### src/shared/qld_pkg.sv
/*
 * Constants, types and field layouts shared by the quad low-side driver
 * control block and its channel sense module.
 * Assumes a single 200 MHz clock and a classic Wishbone register bus.
 */
// Functional notes
// - Overvoltage forces all four channels off immediately.
// - After overvoltage clears, channels follow serial and parallel commands again.
// - Overcurrent lasting the sense time sets the channel fault bit.
// - Overcurrent fault bit holds until the next select rising edge.
// - Persisting overcurrent on a commanded channel gives low duty cycle drive.
// - Open load on an off channel for the sense time sets its fault.
// - Words of 8 or 16 bits, MSB first, sampled on shift clock rise.
// - Serial output driven only while select is low, else released.
// - Serial output data changes on shift clock falling edges.
// - Returned word starts at bit 7; bits 0 to 3 are channel faults.
// - In 8-bit transfers fault bits read one when faulted, zero otherwise.
// - Select rising edge moves last four received bits to command latches.
// - Channel is on when its serial bit or parallel input is high.
// - Open-drain status pulled low while any channel has a fault.
// - Command bits 3 to 0 drive channels 3 to 0; bits 7 to 4 ignored.
// - Select falling edge captures faults into the serial shift register.
// - 16-bit transfer returns fault byte then previous first eight bits.
package qld_pkg;

    // ************************************************************
    // Timing
    // ************************************************************
    localparam int CLK_PERIOD_PS = 5000;
    localparam int SENSE_TIME_NS = 62500;
    localparam int SENSE_CYC = (SENSE_TIME_NS * 1000) / CLK_PERIOD_PS;
    localparam int DUTY_TICK_CYC = 100;
    localparam int DUTY_SLOTS_LOG2 = 6;
    localparam logic [5:0] DUTY_ON_SLOT = 6'h00;

    // ************************************************************
    // Serial port layout
    // ************************************************************
    localparam int CHANNELS = 4;
    localparam int WORD_BITS = 16;
    localparam int BYTE_BITS = 8;
    localparam logic [4:0] LONG_XFER_BITS = 5'h10;
    localparam logic [3:0] FAULT_PAD = 4'h0;

    // ************************************************************
    // Register map
    // ************************************************************
    localparam logic [7:0] ADR_STATUS = 8'h00;
    localparam logic [7:0] ADR_CLEAR = 8'h04;
    localparam logic [7:0] ADR_ENABLE = 8'h08;
    localparam logic [7:0] ADR_STATE = 8'h0C;
    localparam int EVT_BITS = 6;
    localparam int EVT_OV = 4;
    localparam int EVT_XFER = 5;
    localparam logic [5:0] EVT_RESET = 6'h00;

    // ************************************************************
    // Types
    // ************************************************************
    typedef enum logic [1:0] {
        SPI_IDLE = 2'b01,
        SPI_SHIFT = 2'b10
    } qld_spi_state_t;

    typedef struct packed {
        logic cyc;
        logic stb;
        logic we;
        logic [7:0] adr;
        logic [3:0] sel;
        logic [31:0] dat;
    } qld_wb_req_t;

endpackage

### src/rtl/qld_driver_ctrl.sv
/*
 * Control and fault reporting of a four-channel low-side driver:
 * serial command port, parallel inputs, fault latches, low duty cycle
 * protection, overvoltage shutdown, Wishbone status and interrupt.
 * Assumes all pins are synchronous to clk and the shift clock is far
 * slower than clk.
 */
`timescale 1ns/1ps
module qld_driver_ctrl #(
    parameter int SENSE_CYC = qld_pkg::SENSE_CYC,
    parameter int DUTY_TICK_CYC = qld_pkg::DUTY_TICK_CYC
) (
    input wire logic clk,
    input wire logic reset_n,
    input wire logic select_n,
    input wire logic sclk,
    input wire logic serIn,
    output logic serOut,
    output logic serOutOe,
    input wire logic [qld_pkg::CHANNELS-1:0] parCtl,
    output logic [qld_pkg::CHANNELS-1:0] drvCh,
    input wire logic [qld_pkg::CHANNELS-1:0] ocDet,
    input wire logic [qld_pkg::CHANNELS-1:0] olDet,
    input wire logic overvoltage,
    output logic statusOut,
    output logic statusOe,
    input wire qld_pkg::qld_wb_req_t wbReq,
    output logic [31:0] wbDatOut,
    output logic wbAck,
    output logic irq
);
    import qld_pkg::*;

    localparam int TW = $clog2(DUTY_TICK_CYC);
    localparam logic [TW-1:0] TICK_LAST = TW'(DUTY_TICK_CYC - 1);
    localparam logic [TW-1:0] TONE = TW'(1);
    localparam logic [5:0] SONE = 6'h01;
    localparam logic [4:0] BONE = 5'h01;

    // ************************************************************
    // Edge detection on the serial pins and the overvoltage input
    // ************************************************************
    logic sclkPrev_reg, selPrev_reg, ovPrev_reg;
    logic selFall, selRise, sclkRise, sclkFall;

    always_ff @(posedge clk or negedge reset_n) begin
        if (!reset_n) begin
            sclkPrev_reg <= 1'b0;
            selPrev_reg <= 1'b1;
            ovPrev_reg <= 1'b0;
        end else begin
            sclkPrev_reg <= sclk;
            selPrev_reg <= select_n;
            ovPrev_reg <= overvoltage;
        end
    end

    // Strobes used by the shift logic
    assign selFall = selPrev_reg && !select_n;
    assign selRise = !selPrev_reg && select_n;
    assign sclkRise = !sclkPrev_reg && sclk && !select_n;
    assign sclkFall = sclkPrev_reg && !sclk && !select_n;

    // ************************************************************
    // Duty cycle timebase
    // ************************************************************
    logic [TW-1:0] tick_reg, tick_next;
    logic [5:0] slot_reg, slot_next;
    logic dutyOn;

    // Divider pulse advances a 64-slot phase
    always_comb begin
        tick_next = (tick_reg == TICK_LAST) ? '0 : tick_reg + TONE;
        slot_next = (tick_reg == TICK_LAST) ? slot_reg + SONE : slot_reg;
    end

    always_ff @(posedge clk or negedge reset_n) begin
        if (!reset_n) begin
            tick_reg <= '0;
            slot_reg <= '0;
        end else begin
            tick_reg <= tick_next;
            slot_reg <= slot_next;
        end
    end

    assign dutyOn = (slot_reg == DUTY_ON_SLOT);

    // ************************************************************
    // Channel sensing
    // ************************************************************
    logic [CHANNELS-1:0] cmd_reg, want, ocHit, olHit, ocLimit;

    assign want = cmd_reg | parCtl;

    generate
        for (genvar i = 0; i < CHANNELS; i++) begin : gChan
            qld_chan_sense #(
                .SENSE_CYC(SENSE_CYC)
            ) uSense (
                .clk(clk),
                .reset_n(reset_n),
                .chanOn(want[i] && !overvoltage),
                .ocDet(ocDet[i]),
                .olDet(olDet[i]),
                .ocHit(ocHit[i]),
                .olHit(olHit[i])
            );
        end
    endgenerate

    // Overcurrent confirmed, still present, channel commanded
    assign ocLimit = ocHit & ocDet & want;

    // ************************************************************
    // Serial port and fault latches
    // ************************************************************
    qld_spi_state_t spiState_reg, spiState_next;
    logic [WORD_BITS-1:0] rx_reg, rx_next, tx_reg, tx_next;
    logic [BYTE_BITS-1:0] echo_reg, echo_next;
    logic [4:0] bits_reg, bits_next;
    logic [CHANNELS-1:0] cmd_next, fault_reg, fault_next;
    logic so_reg, so_next;

    always_comb begin
        spiState_next = spiState_reg;
        rx_next = rx_reg;
        tx_next = tx_reg;
        echo_next = echo_reg;
        bits_next = bits_reg;
        cmd_next = cmd_reg;
        so_next = so_reg;
        // Faults held until select rises, new hits always win
        fault_next = selRise ? '0 : fault_reg;
        fault_next = fault_next | ocHit | olHit;
        case (spiState_reg)
            SPI_IDLE: begin
                if (selFall) begin
                    spiState_next = SPI_SHIFT;
                    bits_next = '0;
                    // Fault byte first, then echo of previous frame
                    tx_next = {FAULT_PAD, fault_reg, echo_reg};
                    so_next = tx_next[WORD_BITS-1];
                end
            end
            SPI_SHIFT: begin
                if (selRise) begin
                    spiState_next = SPI_IDLE;
                    cmd_next = rx_reg[CHANNELS-1:0];
                    echo_next = (bits_reg >= LONG_XFER_BITS) ?
                        rx_reg[WORD_BITS-1:BYTE_BITS] :
                        rx_reg[BYTE_BITS-1:0];
                end else begin
                    if (sclkRise) begin
                        rx_next = {rx_reg[WORD_BITS-2:0], serIn};
                        if (bits_reg != LONG_XFER_BITS) begin
                            bits_next = bits_reg + BONE;
                        end
                    end
                    if (sclkFall) begin
                        tx_next = {tx_reg[WORD_BITS-2:0], 1'b0};
                        so_next = tx_reg[WORD_BITS-2];
                    end
                end
            end
            default: begin
                spiState_next = SPI_IDLE;
            end
        endcase
    end

    always_ff @(posedge clk or negedge reset_n) begin
        if (!reset_n) begin
            spiState_reg <= SPI_IDLE;
            rx_reg <= '0;
            tx_reg <= '0;
            echo_reg <= '0;
            bits_reg <= '0;
            cmd_reg <= '0;
            so_reg <= 1'b0;
            fault_reg <= '0;
        end else begin
            spiState_reg <= spiState_next;
            rx_reg <= rx_next;
            tx_reg <= tx_next;
            echo_reg <= echo_next;
            bits_reg <= bits_next;
            cmd_reg <= cmd_next;
            so_reg <= so_next;
            fault_reg <= fault_next;
        end
    end

    // ************************************************************
    // Pin outputs
    // ************************************************************
    logic [CHANNELS-1:0] drv_next;
    logic oe_next, stat_next;

    always_comb begin
        // Overvoltage wins over every command source
        drv_next = overvoltage ? '0 :
            (want & ~(ocLimit & {CHANNELS{!dutyOn}}));
        oe_next = !select_n;
        stat_next = (fault_next != '0);
    end

    always_ff @(posedge clk or negedge reset_n) begin
        if (!reset_n) begin
            drvCh <= '0;
            serOutOe <= 1'b0;
            statusOe <= 1'b0;
            statusOut <= 1'b0;
        end else begin
            drvCh <= drv_next;
            serOutOe <= oe_next;
            statusOe <= stat_next;
            statusOut <= 1'b0;
        end
    end

    assign serOut = so_reg;

    // ************************************************************
    // Wishbone registers and interrupt
    // ************************************************************
    logic [EVT_BITS-1:0] evt_reg, evt_next, en_reg, en_next, evtSet;
    logic [31:0] dat_next;
    logic ack_next, irq_next, acc, wr;

    assign acc = wbReq.cyc && wbReq.stb && !wbAck;
    assign wr = acc && wbReq.we && wbReq.sel[0];
    assign evtSet = {selRise, overvoltage && !ovPrev_reg,
        fault_next & ~fault_reg};

    always_comb begin
        evt_next = evt_reg;
        en_next = en_reg;
        dat_next = '0;
        ack_next = acc;
        if (wr && wbReq.adr == ADR_CLEAR) begin
            evt_next = evt_reg & ~wbReq.dat[EVT_BITS-1:0];
        end else if (wr && wbReq.adr == ADR_ENABLE) begin
            en_next = wbReq.dat[EVT_BITS-1:0];
        end
        // Set wins over a clear in the same cycle
        evt_next = evt_next | evtSet;
        if (acc && !wbReq.we) begin
            if (wbReq.adr == ADR_STATUS) begin
                dat_next = {26'h0, evt_reg};
            end else if (wbReq.adr == ADR_ENABLE) begin
                dat_next = {26'h0, en_reg};
            end else if (wbReq.adr == ADR_STATE) begin
                dat_next = {19'h0, overvoltage, cmd_reg, fault_reg, drvCh};
            end
        end
        irq_next = ((evt_next & en_next) != '0);
    end

    always_ff @(posedge clk or negedge reset_n) begin
        if (!reset_n) begin
            evt_reg <= EVT_RESET;
            en_reg <= EVT_RESET;
            wbDatOut <= '0;
            wbAck <= 1'b0;
            irq <= 1'b0;
        end else begin
            evt_reg <= evt_next;
            en_reg <= en_next;
            wbDatOut <= dat_next;
            wbAck <= ack_next;
            irq <= irq_next;
        end
    end

    // ************************************************************
    // Assertions
    // ************************************************************
    a_ov_all_off: assert property (@(posedge clk) disable iff (!reset_n)
        overvoltage |=> drvCh == '0)
        else $error("channel driven during overvoltage");

    a_cmd_follow: assert property (@(posedge clk) disable iff (!reset_n)
        (!overvoltage && ocLimit == '0) |=> drvCh == $past(want))
        else $error("channel does not follow commands");

    a_oc_sets_fault: assert property (@(posedge clk) disable iff (!reset_n)
        ocHit != '0 |=> (fault_reg & $past(ocHit)) == $past(ocHit))
        else $error("overcurrent did not set fault");

    a_fault_hold: assert property (@(posedge clk) disable iff (!reset_n)
        !selRise |=> (fault_reg & $past(fault_reg)) == $past(fault_reg))
        else $error("fault dropped before select rise");

    a_duty_gate: assert property (@(posedge clk) disable iff (!reset_n)
        (!dutyOn && ocLimit != '0) |=> (drvCh & $past(ocLimit)) == '0)
        else $error("limited channel driven outside duty slot");

    a_ol_sets_fault: assert property (@(posedge clk) disable iff (!reset_n)
        olHit != '0 |=> (fault_reg & $past(olHit)) == $past(olHit))
        else $error("open load did not set fault");

    a_so_release: assert property (@(posedge clk) disable iff (!reset_n)
        select_n ##1 select_n |=> !serOutOe)
        else $error("serial output driven while deselected");

    a_so_on_fall: assert property (@(posedge clk) disable iff (!reset_n)
        $changed(serOut) |-> $past(sclkFall) || $past(selFall))
        else $error("serial output changed off a falling edge");

    a_cmd_latch: assert property (@(posedge clk) disable iff (!reset_n)
        (selRise && spiState_reg == SPI_SHIFT) |=>
        cmd_reg == $past(rx_reg[CHANNELS-1:0]))
        else $error("command latch missed select rise");

    a_status_low: assert property (@(posedge clk) disable iff (!reset_n)
        fault_reg != '0 |-> statusOe)
        else $error("status not pulled with fault present");

    a_fault_capture: assert property (@(posedge clk) disable iff (!reset_n)
        (selFall && spiState_reg == SPI_IDLE) |=>
        tx_reg[WORD_BITS-1:BYTE_BITS] == {FAULT_PAD, $past(fault_reg)})
        else $error("faults not captured at select fall");

endmodule

### src/rtl/qld_chan_sense.sv
/*
 * Per-channel fault qualification: overcurrent while commanded on and
 * open load while off, each confirmed after a persistence time.
 * Assumes detector inputs are already synchronous to clk.
 */
`timescale 1ns/1ps
module qld_chan_sense #(
    parameter int SENSE_CYC = 12500
) (
    input wire logic clk,
    input wire logic reset_n,
    input wire logic chanOn,
    input wire logic ocDet,
    input wire logic olDet,
    output logic ocHit,
    output logic olHit
);
    import qld_pkg::*;

    localparam int CW = $clog2(SENSE_CYC + 1);
    localparam logic [CW-1:0] LIMIT = CW'(SENSE_CYC);
    localparam logic [CW-1:0] ONE = CW'(1);

    logic [CW-1:0] ocCnt_reg, ocCnt_next;
    logic [CW-1:0] olCnt_reg, olCnt_next;

    // ************************************************************
    // Persistence counters
    // ************************************************************
    // Count while condition holds, restart when it drops
    always_comb begin
        ocCnt_next = '0;
        olCnt_next = '0;
        if (chanOn && ocDet) begin
            ocCnt_next = (ocCnt_reg == LIMIT) ? LIMIT : ocCnt_reg + ONE;
        end
        if (!chanOn && olDet) begin
            olCnt_next = (olCnt_reg == LIMIT) ? LIMIT : olCnt_reg + ONE;
        end
    end

    // Register counters
    always_ff @(posedge clk or negedge reset_n) begin
        if (!reset_n) begin
            ocCnt_reg <= '0;
            olCnt_reg <= '0;
        end else begin
            ocCnt_reg <= ocCnt_next;
            olCnt_reg <= olCnt_next;
        end
    end

    // Confirmed conditions
    assign ocHit = (ocCnt_reg == LIMIT);
    assign olHit = (olCnt_reg == LIMIT);

endmodule

### config.mk
export PLATFORM = sky130hd
export DESIGN_NAME = qld_driver_ctrl
export DESIGN_NICKNAME = d
export VERILOG_FILES = /design/src/shared/qld_pkg.sv /design/src/rtl/qld_driver_ctrl.sv /design/src/rtl/qld_chan_sense.sv
export SDC_FILE = /design/constraint.sdc
export NUM_CORES = 1
export LEC_CHECK = 0
export BUFFER_PORTS_ARGS = -buffer_cell sky130_fd_sc_hd__buf_4
export CORE_MARGIN = 8
export CORE_UTILIZATION = 30
export CTS_CLUSTER_SIZE = 28
export DETAILED_ROUTE_END_ITERATION = 8
export PLACE_DENSITY_LB_ADDON = 0.25
export SYNTH_ARGS = -nofsm -noshare
export SYNTH_HDL_FRONTEND = slang
export SYNTH_HIERARCHICAL = 1
export SYNTH_SLANG_ARGS = --single-unit
### constraint.sdc
create_clock -name clk -period 1.99 [get_ports clk]
set_clock_uncertainty 0.2 [all_clocks]
set_input_delay 0.0995 -clock clk [delete_from_list [all_inputs] [get_ports clk]]
set_output_delay 0.0995 -clock clk [all_outputs]
set_load 0.02 [all_outputs]
==> results.py <==
metrics = {
    "outcome": {
        "status": "finished with violations",
        "failed_checks": "hold timing, setup timing",
    },
    "floorplan": {
        "io_pins": 107,
        "start_util_pct": 30.4,
        "die_area_um2": 41300,
        "die_h_um": 203,
        "die_x_um": 203,
        "rows": 68,
        "core-area_um2": 34500,
    },
    "power": {
        "combinationalPowerShare_pct": 7.1,
        "internal-power_mw": 8.23,
        "clkPwrFrac_pct": 49.0,
        "peakVddDrop_mv": 0.512,
        "switchingPower_mw": 2.42,
        "switching_share_pct": 22.7,
        "p_leak_nw": 6.37,
        "power_density_nw_per_um2": 771,
        "power_frac_seq_pct": 43.8,
    },
    "global_routing": {
        "grt_pass1_wl_um": 41800,
        "grt_pass1_vias": 8045,
        "grt_max_degree": 50,
        "antenna_found_initial": 0,
        "grt_overflow": 0,
        "grt_usage_pct": 12.1,
    },
    "yosys": {
        "synth_top_area_cell": "dfrtp_1",
        "synth_top_area_share_pct": 50.9,
        "avgSynthCellArea_um2": 10.2,
        "synth_area_leaders": "dfrtp_1 51%, nor2_1 5.5%, xnor2_1 5.2%, nand2_1 3.9%, xor2_1 3.3%",
        "syn-cell-area_um2": 10500,
        "ys_ff_latch": 216,
        "synth_common_cells": "214 x dfrtp_1, 154 x nor2_1, 110 x nand2_1, 63 x xnor2_1, 55 x inv_1",
        "synth_cell_types": 63,
        "synth-edff-count": 0,
        "ys_seq_area_share_pct": 51.4,
        "synth.most_common_cell": "dfrtp_1",
        "synth-async-reset-ratio_pct": 100,
        "ys_warn_count": 6,
        "postSynthCellCount": 1034,
        "synth_ff_type": "dfrtp_1",
    },
    "sta": {
        "finalSetupTns_ps": -43.2,
        "fin_ws_ps": -43.2,
        "whs_ps": -29.5,
        "drv_slew": 0,
        "hold_viol_final": 7,
        "rsz0062_at_grt": "true",
        "setup_violations": 1,
        "max_freq_ghz": 0.492,
        "period_needed_ps": 2030,
        "finalCritPeriodShare_pct": 102,
    },
    "clock_network": {
        "clockBufferDepth": 3,
        "cts_inserted_buffers": 26,
        "cts_tree": "done",
        "insertion_delay_ps": 520,
        "cts_root_buf": "clkbuf_16",
        "clock-sinks": 216,
        "cts_max_level": 1,
        "path_clk_slew_ps": 60,
    },
    "critical_path": {
        "crit_chain": "inv_1 > ha_2 > and4bb_2 > nand4_1 > inv_1 > nor2_2 > buf_6 > nand2_4 > or4_4",
        "worstSetupEndpointType": "register",
        "timing.critical_path.mode_cell": "inv_1",
        "required_ps": 2180,
        "criticalPathCategory": "reg -> reg",
        "cp_max_fo": 2,
        "slowest_stage": "or4_4",
        "critical_path_arrival_ps": 2220,
        "crit_path_start_kind": "register",
        "crit_path_max_incr_delay_ps": 500,
    },
    "route": {
        "drtAntennaViolNets": 0,
        "wl_met2_um": 12000,
        "wl_met3_um": 735,
        "top_layer": "met4",
        "vias": 7930,
        "viasPerCell": 4.55,
        "avgRoutedWirePerCell_um": 14.3,
        "drtIter0Drc": 434,
        "drt-total-wl_um": 24900,
        "first_pass_iters": 4,
        "drc": 0,
        "met1_length_um": 11800,
    },
    "cells_and_area": {
        "antennaDiodeCount": 0,
        "fin_util_pct": 40.0,
        "drive_gt1_share_pct": 24.9,
        "area_growth_syn_to_layout_pct": 31.3,
        "nNetsFinal": 1354,
        "design_area_um2": 13800,
    },
    "place": {
        "dp_hpwl_um": 18100,
        "port_buffers": 57,
        "place.gp.congestion": 0.750,
        "place_area_um2": 12300,
        "place_ws_ps": -132,
    },
    "hold_path": {
        "min_path_type": "in -> reg",
    },
    "flow_run": {
        "max_cap_violations": 0,
    },
}
-- final cells by class --
type	count	area (um^2)
Fill cell	3423	20700
Inverter	55	206
Clock buffer	36	769
Clock inverter	11	189
Sequential cell	216	5410
Timing Repair Buffer	232	1890
Tap cell	455	569
Multi-Input combinational cell	737	4770
-- worst paths after layout --
check                                             startpoint                       endpoint  slack [ps]  cells past startpoint
worst max register to register  gChan[2].uSense/olCnt_reg[0]                       statusOe         -40                      9
worst min register to register                   tick_reg[0]                    tick_reg[0]         260                      1
max in group asynchronous                            reset_n                   wbDatOut[10]         460                      4
min in group asynchronous                            reset_n  gChan[3].uSense/ocCnt_reg[12]         410                      3
worst min-delay path                               wbReq[37]                    wbDatOut[2]         -30                      6
worst max-delay path            gChan[2].uSense/olCnt_reg[0]                       statusOe         -40                      9
-- worst max-delay path: cells and delay by family (launching register included) --
kind | cells | cell delay, ps
AND/OR/NAND/NOR | 5 | 960
flip-flops | 1 | 340
buffers and inverters | 3 | 230
adder cells (fa/ha/maj) | 1 | 160
-- cell usage in the layout (no fill, tap or decap), drive strengths merged, types with 4 or more instances in the layout --
master / Yosys / layout
mux2i: 20 / 20
clkinv: 0 / 4
conb: 1 / 20
nor4b: 5 / 5
and2: 12 / 12
and3b: 5 / 5
mux2: 10 / 10
xor2: 40 / 40
a22o: 4 / 4
dlygate4sd3: 0 / 35
xnor2: 63 / 63
nor2: 159 / 159
a21oi: 25 / 25
nor4bb: 5 / 5
inv: 55 / 55
nor3: 32 / 32
nand3: 50 / 50
and4bb: 4 / 4
buf: 33 / 197
o21ai: 16 / 16
clkbuf: 12 / 36
nand4: 41 / 41
nand2: 110 / 110
a221oi: 6 / 6
nand2b: 11 / 11
and4: 19 / 19
nor4: 16 / 16
dfrtp: 214 / 214
and2b: 4 / 4
and3: 5 / 5
ha: 21 / 21
a311oi: 4 / 4
a31oi: 4 / 4
bufinv: 0 / 5
a41o: 4 / 4
-- power by group through the flow --
| stage | clock network [mW] | logic [mW] | registers (mW) |
|---|---|---|---|
| final | 5.22 | 0.760 | 4.67 |
| after global routing | 5.55 | 0.869 | 4.69 |
| after CTS | 5.38 | 0.767 | 4.67 |
| after detailed placement | 0 | 0.707 | 4.75 |
| after global placement | 0 | 0.700 | 4.74 |
| after floorplan | 0 | 0.370 | 4.73 |
-- per-layer routing --
metal | global-route usage (%) | vias to the layer above
li1 | - | 3959
met1 | 16.0 | 3866
met2 | 20.5 | 73
met3 | 1.87 | 32
met4 | 3.06 | 0
met5 | 0 | -
-- repair_timing --
action	4_1_cts	5_1_grt
endpoints found under the setup margin	2	13
pin swaps	8	6
hold buffers	34	2
gates resized for setup	7	14
hold endpoints to repair	380	8
setup buffers	5	7
-- logic make-up after synthesis --
kind of cell | count (synthesis) | synth area share, %
and+or+nand+nor | 488 | 25.2
xor gates and xnor gates | 103 | 8.58
muxes | 30 | 3.05
other | 1 | 0.0357
adders and majority gates | 21 | 2.50
AOI/OAI and AO/OA | 75 | 4.68
DFF | 216 | 51.4
buffers and inverters | 100 | 4.46
-- stage by stage --
stage	hold WS [ps]	cells	power [mW]
2_1_floorplan	-396	1053	5.10
3_3_place_gp	-144	1648	5.44
3_5_place_dp	-140	1648	5.46
4_1_cts	-181	1734	10.8
5_1_grt	-13.5	1742	11.1
6_report	-29.5	1742	10.6
Note: power is estimated with default switching activity, not from simulation.
